==> config.mk <==
export PLATFORM = sky130hd
export DESIGN_NAME = sse_stack
export DESIGN_NICKNAME = d
export VERILOG_FILES = /design/src/hw/sse_entry.v /design/src/hw/sse_stack.v
export VERILOG_INCLUDE_DIRS = /design/src /design/src/common
export SDC_FILE = /design/constraint.sdc
export NUM_CORES = 1
export LEC_CHECK = 0
export ABC_AREA = 0
export BUFFER_PORTS_ARGS = -buffer_cell sky130_fd_sc_hd__buf_2
export CORE_UTILIZATION = 32
export CTS_CLUSTER_SIZE = 24
export DETAILED_ROUTE_END_ITERATION = 8
export GPL_ROUTABILITY_DRIVEN = 0
export GPL_TIMING_DRIVEN = 0
export PLACE_DENSITY = 0.57
export SKIP_CTS_REPAIR_TIMING = 1
export SYNTH_ARGS = -nofsm -noshare
export SYNTH_HDL_FRONTEND = slang
export SYNTH_SLANG_ARGS = --single-unit
==> constraint.sdc <==
create_clock -name core_clk -period 2.6 [get_ports core_clk]
set_input_delay 0.13 -clock core_clk [delete_from_list [all_inputs] [get_ports core_clk]]
set_output_delay 0.13 -clock core_clk [all_outputs]
set_load 0.03 [all_outputs]
==> src/common/sse_defines.vh <==
// Constants for the two sequencer stack entries: offsets, field positions, resets.
// Assumes inclusion by bare name from the design files.
`ifndef SSE_DEFINES_VH
`define SSE_DEFINES_VH

// ****************************************
// Register offsets
// ****************************************
`define SSE_OFF_ENTRY27 6'h3B
`define SSE_OFF_ENTRY28 6'h3C

// ****************************************
// Field positions
// ****************************************
`define SSE_DIR_BIT     15
`define SSE_ADDR_HI     14
`define SSE_ADDR_LO     9
`define SSE_RET_BIT     8
`define SSE_CHB_HI      7
`define SSE_CHB_LO      4
`define SSE_CHA_HI      3
`define SSE_CHA_LO      0

// ****************************************
// Reset values
// ****************************************
`define SSE_RST_ENTRY27 16'h7600
`define SSE_RST_ENTRY28 16'h7800

`endif

==> src/hw/sse_entry.v <==
// One sequencer stack entry: holds the writable fields, fixed address field.
// Assumes a one-cycle write strobe from the enclosing register decoder.
`timescale 1ns/1ps
`default_nettype none
`include "sse_defines.vh"

module sse_entry #(
    parameter [15:0] RESET_WORD = `SSE_RST_ENTRY27
) (
    // Clock and reset
    input  wire        core_clk,
    input  wire        nrst,
    // Write port
    input  wire        wr_en,
    input  wire [15:0] wr_data,
    // Stored word
    output wire [15:0] word
);

    reg        dir_bit;
    reg        ret_bit;
    reg [3:0]  chb;
    reg [3:0]  cha;

    always @(posedge core_clk or negedge nrst) begin
        if (!nrst) begin
            dir_bit <= RESET_WORD[`SSE_DIR_BIT];
            ret_bit <= RESET_WORD[`SSE_RET_BIT];
            chb     <= RESET_WORD[`SSE_CHB_HI:`SSE_CHB_LO];
            cha     <= RESET_WORD[`SSE_CHA_HI:`SSE_CHA_LO];
        end else if (wr_en) begin
            dir_bit <= wr_data[`SSE_DIR_BIT];
            ret_bit <= wr_data[`SSE_RET_BIT];
            chb     <= wr_data[`SSE_CHB_HI:`SSE_CHB_LO];
            cha     <= wr_data[`SSE_CHA_HI:`SSE_CHA_LO];
        end
    end

    // The address field identifies the entry itself, so it is held constant.
    assign word = {dir_bit, RESET_WORD[`SSE_ADDR_HI:`SSE_ADDR_LO], ret_bit, chb, cha};

endmodule // sse_entry

`default_nettype wire

==> src/hw/sse_stack.v <==
// Behaviour
// - Bit 15 of an entry word selects read (0) or write (1) access and is stored as written.
// - Bits 14-9 hold the entry's own address, 111011b for entry 27 and 111100b for entry 28.
// - With the return bit clear the sequencer moves to the next entry when a conversion ends; from entry 28 this block wraps to entry 27 instead.
// - With the return bit set the sequencer jumps to the first entry when a conversion ends.
// - Bits 7-4 pick converter B's channel for the active entry, read-write, reset zero.
// - Bits 3-0 pick converter A's channel for the active entry, read-write, reset zero.
// - Entry 28 sits at offset 0x3C and resets to 0x7800.
//
// Holds stack entries 27 and 28 and the step logic between them.
// Assumes conv_done pulses one cycle on the same clock when a conversion ends.
// Assumes the register port strobes are one cycle wide and never high together.
// The first stack entry lies outside this block, so a return is reported on
// return_to_first while the local index wraps to entry 27.
//
// The strobed register port was left to the implementer.
`timescale 1ns/1ps
`default_nettype none
`include "sse_defines.vh"

module sse_stack (
    // Clock and reset
    input  wire        core_clk,
    input  wire        nrst,
    // Register port
    input  wire [5:0]  reg_addr,
    input  wire [15:0] reg_wdata,
    input  wire        reg_wr,
    input  wire        reg_rd,
    output reg  [15:0] reg_rdata,
    // Sequencer
    input  wire        conv_done,
    output reg         active_entry,
    output reg         return_to_first,
    output reg  [3:0]  converter_one_channel_pick,
    output reg  [3:0]  converter_two_channel_pick
);

    // ****************************************
    // Helper functions
    // ****************************************
    // Offset match, shared by the write enables and the read mux.
    function sse_hit;
        input [5:0] addr;
        input [5:0] offset;
        begin
            sse_hit = (addr == offset);
        end
    endfunction

    // Word of entry 27 or 28, chosen by the entry index.
    function [15:0] sse_pick_word;
        input        sel;
        input [15:0] w27;
        input [15:0] w28;
        begin
            if (sel) begin
                sse_pick_word = w28;
            end else begin
                sse_pick_word = w27;
            end
        end
    endfunction

    // Return control bit of an entry word.
    function sse_ret;
        input [15:0] entry_word;
        begin
            sse_ret = entry_word[`SSE_RET_BIT];
        end
    endfunction

    // Index entered when a conversion ends: 27 on a return, otherwise the other entry.
    function sse_step;
        input cur_entry;
        input ret_bit;
        begin
            if (ret_bit) begin
                sse_step = 1'b0;
            end else begin
                sse_step = ~cur_entry;
            end
        end
    endfunction

    // Converter A channel field of an entry word.
    function [3:0] sse_cha;
        input [15:0] entry_word;
        begin
            sse_cha = entry_word[`SSE_CHA_HI:`SSE_CHA_LO];
        end
    endfunction

    // Converter B channel field of an entry word.
    function [3:0] sse_chb;
        input [15:0] entry_word;
        begin
            sse_chb = entry_word[`SSE_CHB_HI:`SSE_CHB_LO];
        end
    endfunction

    // ****************************************
    // Entry storage
    // ****************************************
    // Writes and reads share one offset match, so they can never disagree about
    // which entry an offset means.
    wire [15:0] word27;
    wire [15:0] word28;
    wire        wr27 = reg_wr && sse_hit(reg_addr, `SSE_OFF_ENTRY27);
    wire        wr28 = reg_wr && sse_hit(reg_addr, `SSE_OFF_ENTRY28);

    sse_entry #(.RESET_WORD(`SSE_RST_ENTRY27)) u_entry27 (
        .core_clk (core_clk),
        .nrst     (nrst),
        .wr_en    (wr27),
        .wr_data  (reg_wdata),
        .word     (word27)
    );

    sse_entry #(.RESET_WORD(`SSE_RST_ENTRY28)) u_entry28 (
        .core_clk (core_clk),
        .nrst     (nrst),
        .wr_en    (wr28),
        .wr_data  (reg_wdata),
        .word     (word28)
    );

    // ****************************************
    // Read port
    // ****************************************
    // Unmapped offsets and cycles without a read strobe give zero, so the data
    // stand for exactly one cycle and a host may merge several slaves safely.
    reg  [15:0] next_reg_rdata;

    always @* begin
        next_reg_rdata = 16'h0000;
        if (reg_rd) begin
            if (sse_hit(reg_addr, `SSE_OFF_ENTRY27)) begin
                next_reg_rdata = word27;
            end else if (sse_hit(reg_addr, `SSE_OFF_ENTRY28)) begin
                next_reg_rdata = word28;
            end
        end
    end

    always @(posedge core_clk or negedge nrst) begin
        if (!nrst) begin
            reg_rdata <= 16'h0000;
        end else begin
            reg_rdata <= next_reg_rdata;
        end
    end

    // ****************************************
    // Stepping
    // ****************************************
    // Active entry 0 is entry 27, 1 is entry 28. A set return bit reports a jump to
    // the first stack entry, which lies outside this block; locally we wrap to 27.
    // Advancing past entry 28 wraps to 27 as well, since entry 29 is not held here.
    reg         next_active_entry;
    reg         next_return_to_first;
    reg  [3:0]  next_pick_one;
    reg  [3:0]  next_pick_two;
    reg  [15:0] cur_word;
    reg         cur_ret;
    reg  [15:0] entered_word;

    always @* begin
        cur_word             = sse_pick_word(active_entry, word27, word28);
        cur_ret              = sse_ret(cur_word);
        next_active_entry    = active_entry;
        next_return_to_first = 1'b0;
        entered_word         = cur_word;
        next_pick_one        = converter_one_channel_pick;
        next_pick_two        = converter_two_channel_pick;
        if (conv_done) begin
            next_active_entry    = sse_step(active_entry, cur_ret);
            next_return_to_first = cur_ret;
            entered_word         = sse_pick_word(next_active_entry, word27, word28);
            // Picks follow the entry being entered, so a write during a conversion waits.
            next_pick_one        = sse_cha(entered_word);
            next_pick_two        = sse_chb(entered_word);
        end
    end

    // ****************************************
    // Output registers
    // ****************************************
    // Each output has a flop of its own, so no sequencer output ever carries a
    // combinational glitch from a register write.
    always @(posedge core_clk or negedge nrst) begin
        if (!nrst) begin
            active_entry <= 1'b0;
        end else begin
            active_entry <= next_active_entry;
        end
    end

    always @(posedge core_clk or negedge nrst) begin
        if (!nrst) begin
            return_to_first <= 1'b0;
        end else begin
            return_to_first <= next_return_to_first;
        end
    end

    always @(posedge core_clk or negedge nrst) begin
        if (!nrst) begin
            converter_one_channel_pick <= 4'h0;
        end else begin
            converter_one_channel_pick <= next_pick_one;
        end
    end

    always @(posedge core_clk or negedge nrst) begin
        if (!nrst) begin
            converter_two_channel_pick <= 4'h0;
        end else begin
            converter_two_channel_pick <= next_pick_two;
        end
    end

endmodule // sse_stack

`default_nettype wire

**Word level (Yosys, flattened, before mapping)**

Cells that the tools add are included.
Widths: inputs -> output; s select.

- Bits in latches: 0
- Word-level logic and storage cells: 26
- Bits in read-only memories: 0
- RAM bits: 0
- Memories: 0
- Output and inout bits: 26
- Register bits after elaboration: 46
- Bits of input ports: 27

- $add $sub $neg: 0
- $mul: 0
- Bitwise operators: 1
- Shifts and indexed selects: 0
- Order comparisons: 0
- Multiplexer cells: 8
- Reduce and logical (&&, ||, !) cells: 2
- Divide/modulo/power cells: 0
- Eq/ne operators: 2

Operators with widths:

| kind | count |
|---|---|
| $mux 16 | 3 |
| $eq 6x6->1 const B | 2 |
| $mux 9 | 1 |
| $mux 8 | 1 |
| $mux 1 | 3 |
| $logic_and 1x1->1 | 2 |
| $not 1->1 | 1 |

**Logic depth before layout (Yosys ltp)**

Gate-level depths: netlist (run 1).

- Depth in word-level cells: 4
- Depth in mapped cells: 4
- Gate-level depth less buffers: 3

**By module**

From an unflattened synthesis (run 1), not the netlist that was laid out.

- Cells, all modules: 192
- Area total of the unflattened synthesis: 2386.0 um^2

By module, submodules not included:

| module | area each (um^2) | instances | sequential area each (um^2) | cells an instance |
|---|---|---|---|---|
| sse_stack | 1427.6 | 1 | 650.6 | 130 |
| sse_entry | 479.2 | 2 | 250.2 | 31 |

**Worst setup path before layout (run 1)**

No wires, ideal clock.

- Path type: reg2reg
- From: reg active_entry
- To: reg converter_one_channel_pick[0]
- Slack: 1.384 ns
- Library setup time: 0.137 ns
- Cell stages (with the launch flop): 4
- Buffers on the path: 0
- Arrival: 1.079 ns
- Period minus slack after synthesis: 1.216 ns
- Required time: 2.463 ns
- Cell sequence: dfrtp_1 > nor2_4 > mux2i_1 > a21oi_1

- Cells in the longest elaborated chain, start to end: 4
- Elaborated cells on any way between the ends: 5
- Those cells by class: mux (4); bitwise (1)

RTL lines:

| what | line | text |
|---|---|---|
| start, declared | sse_stack.v:33 | `output reg active_entry,` |
| start signal, assigned | sse_stack.v:195 | `active_entry <= next_active_entry;` |
| $mux 9 or $not 1->1 (tied branches) | sse_stack.v:57, sse_stack.v:81 |  |
| $mux 1 (*) | sse_stack.v:78 | `if (ret_bit) begin` |
| $mux 1 (*) | sse_stack.v:176 | `if (conv_done) begin` |
| $mux 8 (*) | sse_stack.v:57 | `if (sel) begin` |
| end signal, assigned | sse_stack.v:211 | `converter_one_channel_pick <= next_pick_one;` |
| end, declared | sse_stack.v:35 | `output reg [3:0] converter_one_channel_pick,` |

Mark *: on every way between the ends. The rest lies on a longest branch, timed or not. The select of a mux whose other input is x is not followed.
A chain may end at the register's enable or synchronous reset.

**Worst setup path after layout (run 1)**

- From: reg u_entry27.ret_bit
- To: reg converter_one_channel_pick[2]

- Cells in the longest elaborated chain, start to end: 4

RTL lines:

| what | line | text |
|---|---|---|
| start, declared | sse_entry.v:21 | `reg ret_bit;` |
| start signal, assigned | sse_entry.v:28 | `` ret_bit <= RESET_WORD[`SSE_RET_BIT]; `` |
| start signal, assigned | sse_entry.v:33 | `` ret_bit <= wr_data[`SSE_RET_BIT]; `` |
| $mux 9 | sse_stack.v:57 |  |
| $mux 1 | sse_stack.v:78 |  |
| $mux 1 | sse_stack.v:176 |  |
| $mux 8 | sse_stack.v:57 |  |

Every way passes these cells. The select of a mux whose other input is x is not followed.

==> metrics, run 1 <==
status=finished, violations left; violated checks=negative hold slack; vias per inst=4.758; worst hold slack=-0.02781 ns; Clk network pwr share=27.1%; Initial Util=33.79%; Sw Ratio=30.51%; WP buf/inv=0; Worst-path clk slew=0.08 ns; Leakage=1.078 nW; Fmax=810.5 MHz; Overall Global Routing Usage=13.86%; initial antenna violation count=0; clk_skew=0.005233 ns; crit-path max cell delay=0.43 ns; internal power=1.061 mW; delay-heaviest family, CP=flip-flops; class of the worst hold path=in2async; fillers=503; DR pass1 iterations=4; fin. max-slew vios=0; max_cap viols=0; register area share after synthesis=61.56%; WL/cell=14.39 um; storage element area=0.001076 mm^2; dpl ws=1.074 ns; Post-Syn Nets=156; Multi-input gate area=634.4 um^2; largest net degree at the start of global routing=44; DRT antenna net count=0; post-synthesis sequential element count=43; core area=0.005172 mm^2; IO buf count=45; Worst R2R Setup Slack=1.37 ns; slowest cell on the critical path=dfrtp_1; reg2reg path depth=3; Tcrit/Tclk final=47.45%; CP Max Fanout=9; Max-slew headroom=38.01%; first-pass GRT wire length=6134 um; FF-to-FF End=converter_one_channel_pick[2]$_DFFE_PN0P_; die area=0.005762 mm^2; Mapped Cells=129; post-detail-place hpwl=2480 um; Synth Area per Inst=13.55 um^2; # DRC=0; # IOs=53; Final #Nets=208; # diodes=0; Comb power frac=20.7%; PD cells=711.5 mW/mm^2; WP data arrival=1.39 ns; final hold vios=43; Critical Path End Type=flip-flop; vias in the first global route=1,175; clock latency on the worst-skew pair=0.30 ns; Inserted Clock Buffers=5; RSZ-0062 raised after global routing=false; Max Buffers Root-to-Sink=2; Row Count=26; Final TNS setup=0 ns; Vias=1,199; worst r2r src=u_entry27.ret_bit$_DFFE_PN0P_; post-route cell area=0.002146 mm^2; Startpoint Class=flip-flop; Synth warnings=0; Final setup violation count=0; DR iter-0 viols=75; global route total overflow=0; die width=75.91 um; worst-path cell chain=nor2_4 > mux2i_1 > a21oi_1; switching power=0.4659 mW; setup ws final=1.366 ns; post-synthesis cell area=0.001748 mm^2; crit path time final=1.234 ns; P&R area growth vs syn=22.76%; drt total wl=3627 um; Root Buffer Master=clkbuf_8; post-synth cell types=19; share of cells above drive strength 1=45.60%; sequential cell fraction of total power=52.3%; Die Height=75.91 um; Placed Instance Area=0.002061 mm^2; Max VDD drop=276.3 uV; Crit path required time=2.76 ns; worst slew pin tran=0.9299 ns; critical path class=reg2reg; H-tree depth=2; CTS tree=done; CTS sink count=43
[cell usage in the layout (no fill, tap or decap), drive strengths merged]
cell and n:
buf 49, dfrtp 43, nor2 23, mux2 21
a22oi 10, a21oi 9, mux2i 9, clkbuf 9
nand4 2, nand3b 1, or3b 1, and3b 1
nor3b 1, nor2b 1, clkinvlp 1, clkinv 1
[cells in the mapped netlist]
master | number | area (um^2)
nand4_1 | 1 | 6.260
nor2_4 | 1 | 11.26
buf_4 | 3 | 22.52
nor3b_2 | 1 | 12.51
mux2i_1 | 9 | 90.09
nor2b_1 | 1 | 6.260
nand4_4 | 1 | 21.27
clkbuf_1 | 3 | 11.26
dfrtp_1 | 43 | 1076
buf_1 | 1 | 3.750
mux2_2 | 21 | 236.5
nand3b_1 | 1 | 7.510
and3b_2 | 1 | 10.01
a21oi_1 | 9 | 45.04
nor2_1 | 20 | 75.07
a22oi_1 | 10 | 75.07
nor2_8 | 1 | 20.02
or3b_4 | 1 | 11.26
nor2_2 | 1 | 6.260
[cell families (layout without fill, tap and decap cells)]
| kind of cell | Yosys count | after routing | synth area share, % |
|---|---|---|---|
| multiplexers | 30 | 30 | 18.68 |
| AO/OA/AOI/OAI | 19 | 19 | 6.872 |
| buffers and inverters | 7 | 60 | 2.147 |
| AND/OR/NAND/NOR | 30 | 30 | 10.74 |
| flip-flops | 43 | 43 | 61.56 |
[routing by layer]
metal / share of wire, % / global-route usage (%) / vias up / wire (um)
li1: - / - / 560 / -
met2: 48 / 22.64 / 39 / 1740
met4: 1.9 / 6.346 / 0 / 70
met1: 44 / 16.58 / 593 / 1588
met5: 0 / 0 / - / 0
met3: 6.3 / 4.578 / 7 / 228
[sequential cells by signal, indices dropped and copies added (netlist names)]
| name | cells |
|---|---|
| reg_rdata | 13 |
| converter_one_channel_pick | 4 |
| converter_two_channel_pick | 4 |
| u_entry27.cha | 4 |
| u_entry27.chb | 4 |
| u_entry28.cha | 4 |
| u_entry28.chb | 4 |
| active_entry | 1 |
| return_to_first | 1 |
| u_entry27.dir_bit | 1 |
| u_entry27.ret_bit | 1 |
| u_entry28.dir_bit | 1 |
| u_entry28.ret_bit | 1 |
[worst reg2reg max path, cell delays in order (launching register included)]
cell	delay [ns]
dfrtp_1	0.43
nor2_4	0.34
mux2i_1	0.25
a21oi_1	0.09
[power by group through the flow]
stage | Clock, mW | Combinational (mW) | Sequential (mW)
2_1_floorplan | 0 | 0.157 | 0.868
3_3_place_gp | 0 | 0.315 | 0.807
3_5_place_dp | 0 | 0.319 | 0.812
4_1_cts | 0.428 | 0.321 | 0.799
5_1_grt | 0.461 | 0.341 | 0.810
6_report | 0.413 | 0.315 | 0.798
[layout make-up]
cell class,instances,area share [%]
clock inverter,2,0.5831
tap,70,4.082
multi-input combinational,79,29.56
sequential,43,50.15
clock buffer,6,3.382
buffer,7,1.749
timing repair buffer,45,10.50
[through the flow]
stage	utilization (%)	power, mW	cells	hold WS [ns]
floorplan	-	1.024	129	-0.1656
global placement	39.84	1.122	244	0.3083
detailed placement	39.84	1.131	244	0.3321
CTS	41.49	1.548	252	0.001566
global route	41.49	1.612	252	0.05674
finish	41.49	1.527	252	-0.02781
[worst max path at each step]
stage	endpoint	from	cells past startpoint
3_3_place_gp	u_entry27.cha[1]$_DFFE_PN0P_	reg_addr[2]	4
4_1_cts	converter_one_channel_pick[2]$_DFFE_PN0P_	u_entry27.ret_bit$_DFFE_PN0P_	3
5_1_grt	converter_one_channel_pick[0]$_DFFE_PN0P_	u_entry27.ret_bit$_DFFE_PN0P_	3
6_report	converter_one_channel_pick[2]$_DFFE_PN0P_	u_entry27.ret_bit$_DFFE_PN0P_	3
3_5_place_dp	u_entry27.cha[1]$_DFFE_PN0P_	reg_addr[2]	4
2_1_floorplan	converter_one_channel_pick[0]$_DFFE_PN0P_	active_entry$_DFFE_PN0P_	3
Power figures use the tool's default switching activity.
==> run 2, diff against run 1 <==
--- a/config.mk
+++ b/config.mk
@@ -13,7 +13,7 @@
 export DETAILED_ROUTE_END_ITERATION = 8
 export GPL_ROUTABILITY_DRIVEN = 0
 export GPL_TIMING_DRIVEN = 0
-export PLACE_DENSITY = 0.57
+export PLACE_DENSITY = 0.59
 export SKIP_CTS_REPAIR_TIMING = 1
 export SYNTH_ARGS = -nofsm -noshare
 export SYNTH_HDL_FRONTEND = slang
==> constraint.sdc (replaced) <==
create_clock -name core_clk -period 1.1 [get_ports core_clk]
set_input_delay 0.055 -clock core_clk [delete_from_list [all_inputs] [get_ports core_clk]]
set_output_delay 0.055 -clock core_clk [all_outputs]
set_load 0.03 [all_outputs]
==> run 2 against run 1 <==
Against the previous run:
- the run ends with negative hold slack, negative setup slack left
- setup slack got worse by 1.4 ns
- non-clock buffer count increased by 1
- via count down 1.3%
- first-iteration DRC count shrank 19%
- combinational power increased to 2.6 times the previous value
- worst hold slack got worse by 0.077 ns
- final area increased by 1.9%
- sequential power grew 140%
- critical endpoint is now converter_one_channel_pick[0]$_DFFE_PN0P_
==> metrics, run 2 (synthesis gave the netlist of run 1 again) <==
status=finished, violations left (unchanged); violated checks=negative hold slack, negative setup slack (was negative hold slack); share of cells above drive strength 1=46.45% (was 45.60%); clock latency on the worst-skew pair=0.29 ns (was 0.30 ns); Row Count=26 (unchanged); max_cap viols=0 (unchanged); Startpoint Class=flip-flop (unchanged); Sw Ratio=28.68% (was 30.51%); FF-to-FF End=converter_one_channel_pick[0]$_DFFE_PN0P_ (was converter_one_channel_pick[2]$_DFFE_PN0P_); global route total overflow=0 (unchanged); first-pass GRT wire length=5789 um (was 6134 um); Critical Path End Type=flip-flop (unchanged); largest net degree at the start of global routing=44 (unchanged); setup ws final=-0.05606 ns (was 1.366 ns); register with the most flip-flops=reg_rdata (unchanged); PD cells=1737 mW/mm^2 (was 711.5 mW/mm^2); RSZ-0062 raised after global routing=true (was false); Leakage=1.096 nW (was 1.078 nW); IO buf count=45 (unchanged); Crit path required time=1.26 ns (was 2.76 ns); Overall Global Routing Usage=13.12% (was 13.86%); Worst R2R Setup Slack=-0.06 ns (was 1.37 ns); clk_skew=0.004461 ns (was 0.005233 ns); commonest non-fill, non-tap cells in the layout=45 x buf_2, 42 x dfrtp_1, 21 x mux2_2, 20 x nor2_1, 10 x a22oi_1 (was 45 x buf_2, 43 x dfrtp_1, 21 x mux2_2, 20 x nor2_1, 10 x a22oi_1); Worst-path clk slew=0.08 ns (about the same); Initial Util=33.79% (unchanged); WL/cell=13.73 um (was 14.39 um); worst r2r src=u_entry27.ret_bit$_DFFE_PN0P_ (unchanged); crit path time final=1.156 ns (was 1.234 ns); vias in the first global route=1,166 (was 1,175); CP Max Fanout=8 (was 9); CTS sink count=43 (unchanged); internal power=2.710 mW (was 1.061 mW); class of the worst hold path=in2async (unchanged); die width=75.91 um (unchanged); post-detail-place hpwl=2355 um (was 2480 um); CTS tree=done (unchanged); switching power=1.090 mW (was 0.4659 mW); worst hold slack=-0.1052 ns (was -0.02781 ns); DR pass1 iterations=4 (unchanged); Comb power frac=21.8% (was 20.7%); worst slew pin tran=0.9316 ns (was 0.9299 ns); Inserted Clock Buffers=5 (unchanged); final hold vios=43 (unchanged); sequential cell fraction of total power=49.7% (was 52.3%); fin. max-slew vios=0 (unchanged); H-tree depth=2 (unchanged); post-route cell area=0.002187 mm^2 (was 0.002146 mm^2); die area=0.005762 mm^2 (unchanged); WP data arrival=1.31 ns (was 1.39 ns); max reg flops=13 (unchanged); Max-slew headroom=37.89% (was 38.01%); reg2reg path depth=4 (was 3); Max Buffers Root-to-Sink=2 (unchanged); initial antenna violation count=0 (unchanged); Tcrit/Tclk final=105.1% (was 47.45%); # DRC=0 (unchanged); core area=0.005172 mm^2 (unchanged); DRT antenna net count=0 (unchanged); # IOs=53 (unchanged); critical path class=reg2reg (unchanged); Die Height=75.91 um (unchanged); Clk network pwr share=28.6% (was 27.1%); DR iter-0 viols=61 (was 75); Max VDD drop=912.5 uV (was 276.3 uV); vias per inst=4.680 (was 4.758); drt total wl=3473 um (was 3627 um); Vias=1,184 (was 1,199); Placed Instance Area=0.002062 mm^2 (was 0.002061 mm^2); Fmax=865.0 MHz (was 810.5 MHz); Final TNS setup=-0.2649 ns (was 0 ns); Final #Nets=209 (was 208); P&R area growth vs syn=25.13% (was 22.76%); Root Buffer Master=clkbuf_8 (unchanged); # diodes=0 (unchanged); Final setup violation count=8 (was 0); commonest non-fill, non-tap cell in the layout=buf_2 (unchanged)
## run 2: metal layers
metal  up-vias  share of wire [%]  track usage [%]
met5         -                  0                0
met4         0                1.3            4.615
met3         7                6.1            4.096
met2        36                 47            21.00
met1       585                 46            16.76
li1        556                  -                -
## run 2: critical path: stages, from the launching register on
cell	delay, ns
dfrtp_1	0.44
nor2_4	0.16
buf_12	0.15
mux2i_1	0.19
a21oi_1	0.09
## run 2: power by group through the flow
stage	combinational [mW]	clock (mW)	sequential, mW
after detailed placement	0.760	0	1.92
after global routing	0.894	1.20	1.92
after floorplan	0.375	0	2.05
final	0.827	1.09	1.89
after global placement	0.751	0	1.92
after CTS	0.762	1.12	1.89
## run 2: final cells by class
cell class | instances | area, um^2
Timing Repair Buffer | 46 | 245.2
Clock buffer | 8 | 100.1
Buffer | 7 | 37.54
Tap cell | 70 | 87.58
Sequential cell | 43 | 1077
Fill cell | 500 | 2985
Multi-Input combinational cell | 79 | 639.4
## run 2: metrics by stage
| stage | util (%) | worst slack, ns | total power [mW] | hold slack [ns] | std cells |
|---|---|---|---|---|---|
| final | 42.28 | -0.05606 | 3.799 | -0.1052 | 253 |
| after global placement | 39.86 | -0.3258 | 2.672 | 0.2630 | 244 |
| after detailed placement | 39.86 | -0.3342 | 2.680 | 0.2524 | 244 |
| after CTS | 41.80 | -0.1541 | 3.767 | -0.06647 | 252 |
| after global routing | 42.28 | -0.1078 | 4.009 | -0.02169 | 253 |
| after floorplan | - | -0.06373 | 2.430 | -0.2406 | 129 |
## run 2: worst max path at each step
stage	from	end	slack (ns)	cells past startpoint
finish	u_entry27.ret_bit$_DFFE_PN0P_	converter_one_channel_pick[0]$_DFFE_PN0P_	-0.06	4
CTS	active_entry$_DFFE_PN0P_	converter_one_channel_pick[0]$_DFFE_PN0P_	-0.15	3
global placement	reg_addr[2]	u_entry27.chb[3]$_DFFE_PN0P_	-0.33	4
floorplan	active_entry$_DFFE_PN0P_	converter_one_channel_pick[0]$_DFFE_PN0P_	-0.06	3
global route	u_entry27.ret_bit$_DFFE_PN0P_	converter_one_channel_pick[1]$_DFFE_PN0P_	-0.11	4
detailed placement	reg_addr[2]	u_entry27.chb[0]$_DFFE_PN0P_	-0.33	4
==> run 3, diff against run 2 <==
--- a/config.mk
+++ b/config.mk
@@ -8,6 +8,7 @@
 export LEC_CHECK = 0
 export ABC_AREA = 0
 export BUFFER_PORTS_ARGS = -buffer_cell sky130_fd_sc_hd__buf_2
+export CORE_ASPECT_RATIO = 0.5
 export CORE_UTILIZATION = 32
 export CTS_CLUSTER_SIZE = 24
 export DETAILED_ROUTE_END_ITERATION = 8
==> run 3 against run 2 <==
Against the previous run:
- the flow still finishes with violations (negative hold slack, negative setup slack)
- register-to-register slack barely moved
- clock power fell by 14%
- die area is 0.32% higher
- utilization is 0.34 points higher
- final cell count did not move
- sequential power is essentially flat
- first-iteration DRC count fell by 26%
- sequential share of layout area is 0.46 points higher
- combinational power increased by 1%
- via count down 1.3%
- count of clock-buffer cells in the layout shrank 1
- non-clock buffer count did not move
- critical path type unchanged
==> metrics, run 3 (synthesis gave the netlist of run 1 again) <==
clock latency on the worst-skew pair=0.28 ns (was 0.29 ns); delay-heaviest family, CP=flip-flops (unchanged); met3 routed WL=158 um (was 211 um); Max-slew headroom=36.87% (was 37.89%); commonest non-fill, non-tap cell in the layout=buf_2 (unchanged); Leakage=1.085 nW (was 1.096 nW); Max Buffers Root-to-Sink=2 (unchanged); Inserted Clock Buffers=5 (unchanged); Initial Util=34.34% (was 33.79%); Critical Path End Type=flip-flop (unchanged); crit path time final=1.153 ns (was 1.156 ns); fin. max-slew vios=0 (unchanged); internal power=2.584 mW (was 2.710 mW); Worst R2R Setup Slack=-0.05 ns (was -0.06 ns); WP depth=4 (unchanged); first-pass GRT wire length=5692 um (was 5789 um); Final setup violation count=8 (unchanged); crit-path max cell delay=0.44 ns (about the same); Sw Ratio=29.39% (was 28.68%); WP data arrival=1.31 ns (about the same); Met1 Wirelength=1672 um (was 1590 um); switching power=1.076 mW (was 1.090 mW); worst hold slack=-0.08595 ns (was -0.1052 ns); max_cap viols=0 (unchanged); DR pass1 iterations=3 (was 4); CP Max Fanout=9 (was 8); final hold vios=43 (unchanged); DR iter-0 viols=45 (was 61); violated checks=negative hold slack, negative setup slack (unchanged); Worst-path clk slew=0.08 ns (about the same); P&R area growth vs syn=24.12% (was 25.13%); worst r2r src=u_entry27.ret_bit$_DFFE_PN0P_ (unchanged); cell count after placement=244 (unchanged); Startpoint Class=flip-flop (unchanged); RSZ-0062 raised after global routing=true (unchanged); overall power=3.659 mW (was 3.799 mW); Comb power frac=22.9% (was 21.8%); clk_skew=0.005234 ns (was 0.004461 ns); die area=0.005780 mm^2 (was 0.005762 mm^2); WP buf/inv=1 (unchanged); # IOs=53 (unchanged); Clk network pwr share=25.5% (was 28.6%); max layer used=met4 (unchanged); class of the worst hold path=in2async (unchanged); vias per inst=4.621 (was 4.680); CTS sink count=43 (unchanged); setup ws final=-0.05350 ns (was -0.05606 ns); Row Count=18 (was 26); Tcrit/Tclk final=104.9% (was 105.1%); reg2reg path depth=4 (unchanged); Die Height=54.26 um (was 75.91 um); worst-path cell chain=nor2_4 > buf_12 > mux2i_1 > a21oi_1 (unchanged); status=finished, violations left (unchanged); vias in the first global route=1,145 (was 1,166); Vias=1,169 (was 1,184); die width=106.5 um (was 75.91 um); # diodes=0 (unchanged); commonest non-fill, non-tap cells in the layout=45 x buf_2, 41 x dfrtp_1, 21 x mux2_2, 20 x nor2_1, 10 x a22oi_1 (was 45 x buf_2, 42 x dfrtp_1, 21 x mux2_2, 20 x nor2_1, 10 x a22oi_1); IO buf count=45 (unchanged); global route total overflow=0 (unchanged); Root Buffer Master=clkbuf_8 (unchanged); core area=0.005090 mm^2 (was 0.005172 mm^2); Overall Global Routing Usage=13.30% (was 13.12%); max reg flops=13 (unchanged); sequential cell fraction of total power=51.6% (was 49.7%); Crit path required time=1.26 ns (about the same); post-detail-place hpwl=2394 um (was 2355 um); CTS tree=done (unchanged); Max VDD drop=594.4 uV (was 912.5 uV); slowest cell on the critical path=dfrtp_2 (was dfrtp_1); Final #Nets=209 (unchanged); Layout Cells excl Fill=253 (unchanged); largest net degree at the start of global routing=44 (unchanged); critical path class=reg2reg (unchanged); FF-to-FF End=converter_one_channel_pick[1]$_DFFE_PN0P_ (was converter_one_channel_pick[0]$_DFFE_PN0P_); utilization after layout=42.63% (was 42.28%); drt total wl=3564 um (was 3473 um); share of cells above drive strength 1=46.45% (unchanged); worst slew pin tran=0.9470 ns (was 0.9316 ns); initial antenna violation count=0 (unchanged); met2 wire len=1707 um (was 1625 um); # DRC=0 (unchanged); WL/cell=14.09 um (was 13.73 um); Fmax=866.9 MHz (was 865.0 MHz); DRT antenna net count=0 (unchanged); register with the most flip-flops=reg_rdata (unchanged); H-tree depth=2 (unchanged); PD cells=1687 mW/mm^2 (was 1737 mW/mm^2); dpl ws=-0.3654 ns (was -0.3342 ns)
-- run 3: cell types whose count changed in the layout (fill, tap and decap cells not counted) --
| cell | delta |
|---|---|
| clkbuf_8 | -2 |
| clkbuf_1 | +1 |
| clkinv_2 | +1 |
| dfrtp_1 | -1 |
| dfrtp_2 | +1 |
-- run 3: per-stage QoR --
| stage | cell area, um^2 | setup TNS (ns) |
|---|---|---|
| 2_1_floorplan | 1749 | -0.5099 |
| 3_3_place_gp | 2062 | -7.464 |
| 3_5_place_dp | 2062 | -8.276 |
| 4_1_cts | 2143 | -1.663 |
| 5_1_grt | 2170 | -0.6953 |
| 6_report | 2170 | -0.2021 |
-- run 3: per-layer routing --
metal	vias to the layer above	global-route usage, %
met2	27	24.68
met4	0	2.740
li1	557	-
met1	581	16.35
met3	4	3.214
met5	-	0
-- run 3: cell type report --
class | instances | area [um^2]
Buffer | 7 | 37.54
Clock buffer | 7 | 76.32
Clock inverter | 1 | 5.005
Fill cell | 498 | 2920
Multi-Input combinational cell | 79 | 639.4
Sequential cell | 43 | 1079
Tap cell | 70 | 87.58
Timing Repair Buffer | 46 | 245.2
-- run 3: power by group through the flow --
| stage | logic [mW] | registers, mW | clock network (mW) |
|---|---|---|---|
| global route | 0.904 | 1.92 | 1.02 |
| finish | 0.836 | 1.89 | 0.933 |
| global placement | 0.745 | 1.91 | 0 |
| detailed placement | 0.763 | 1.92 | 0 |
| floorplan | 0.375 | 2.05 | 0 |
| CTS | 0.764 | 1.89 | 0.970 |
-- run 3: worst max path at each step --
stage                             startpoint                                        end  slack [ns]
3_5_place_dp                     reg_addr[2]               u_entry27.chb[3]$_DFFE_PN0P_       -0.37
4_1_cts             active_entry$_DFFE_PN0P_  converter_one_channel_pick[1]$_DFFE_PN0P_       -0.15
2_1_floorplan       active_entry$_DFFE_PN0P_  converter_one_channel_pick[0]$_DFFE_PN0P_       -0.06
3_3_place_gp                     reg_addr[2]               u_entry27.chb[1]$_DFFE_PN0P_       -0.34
6_report       u_entry27.ret_bit$_DFFE_PN0P_  converter_one_channel_pick[1]$_DFFE_PN0P_       -0.05
5_1_grt        u_entry27.ret_bit$_DFFE_PN0P_  converter_one_channel_pick[3]$_DFFE_PN0P_       -0.12
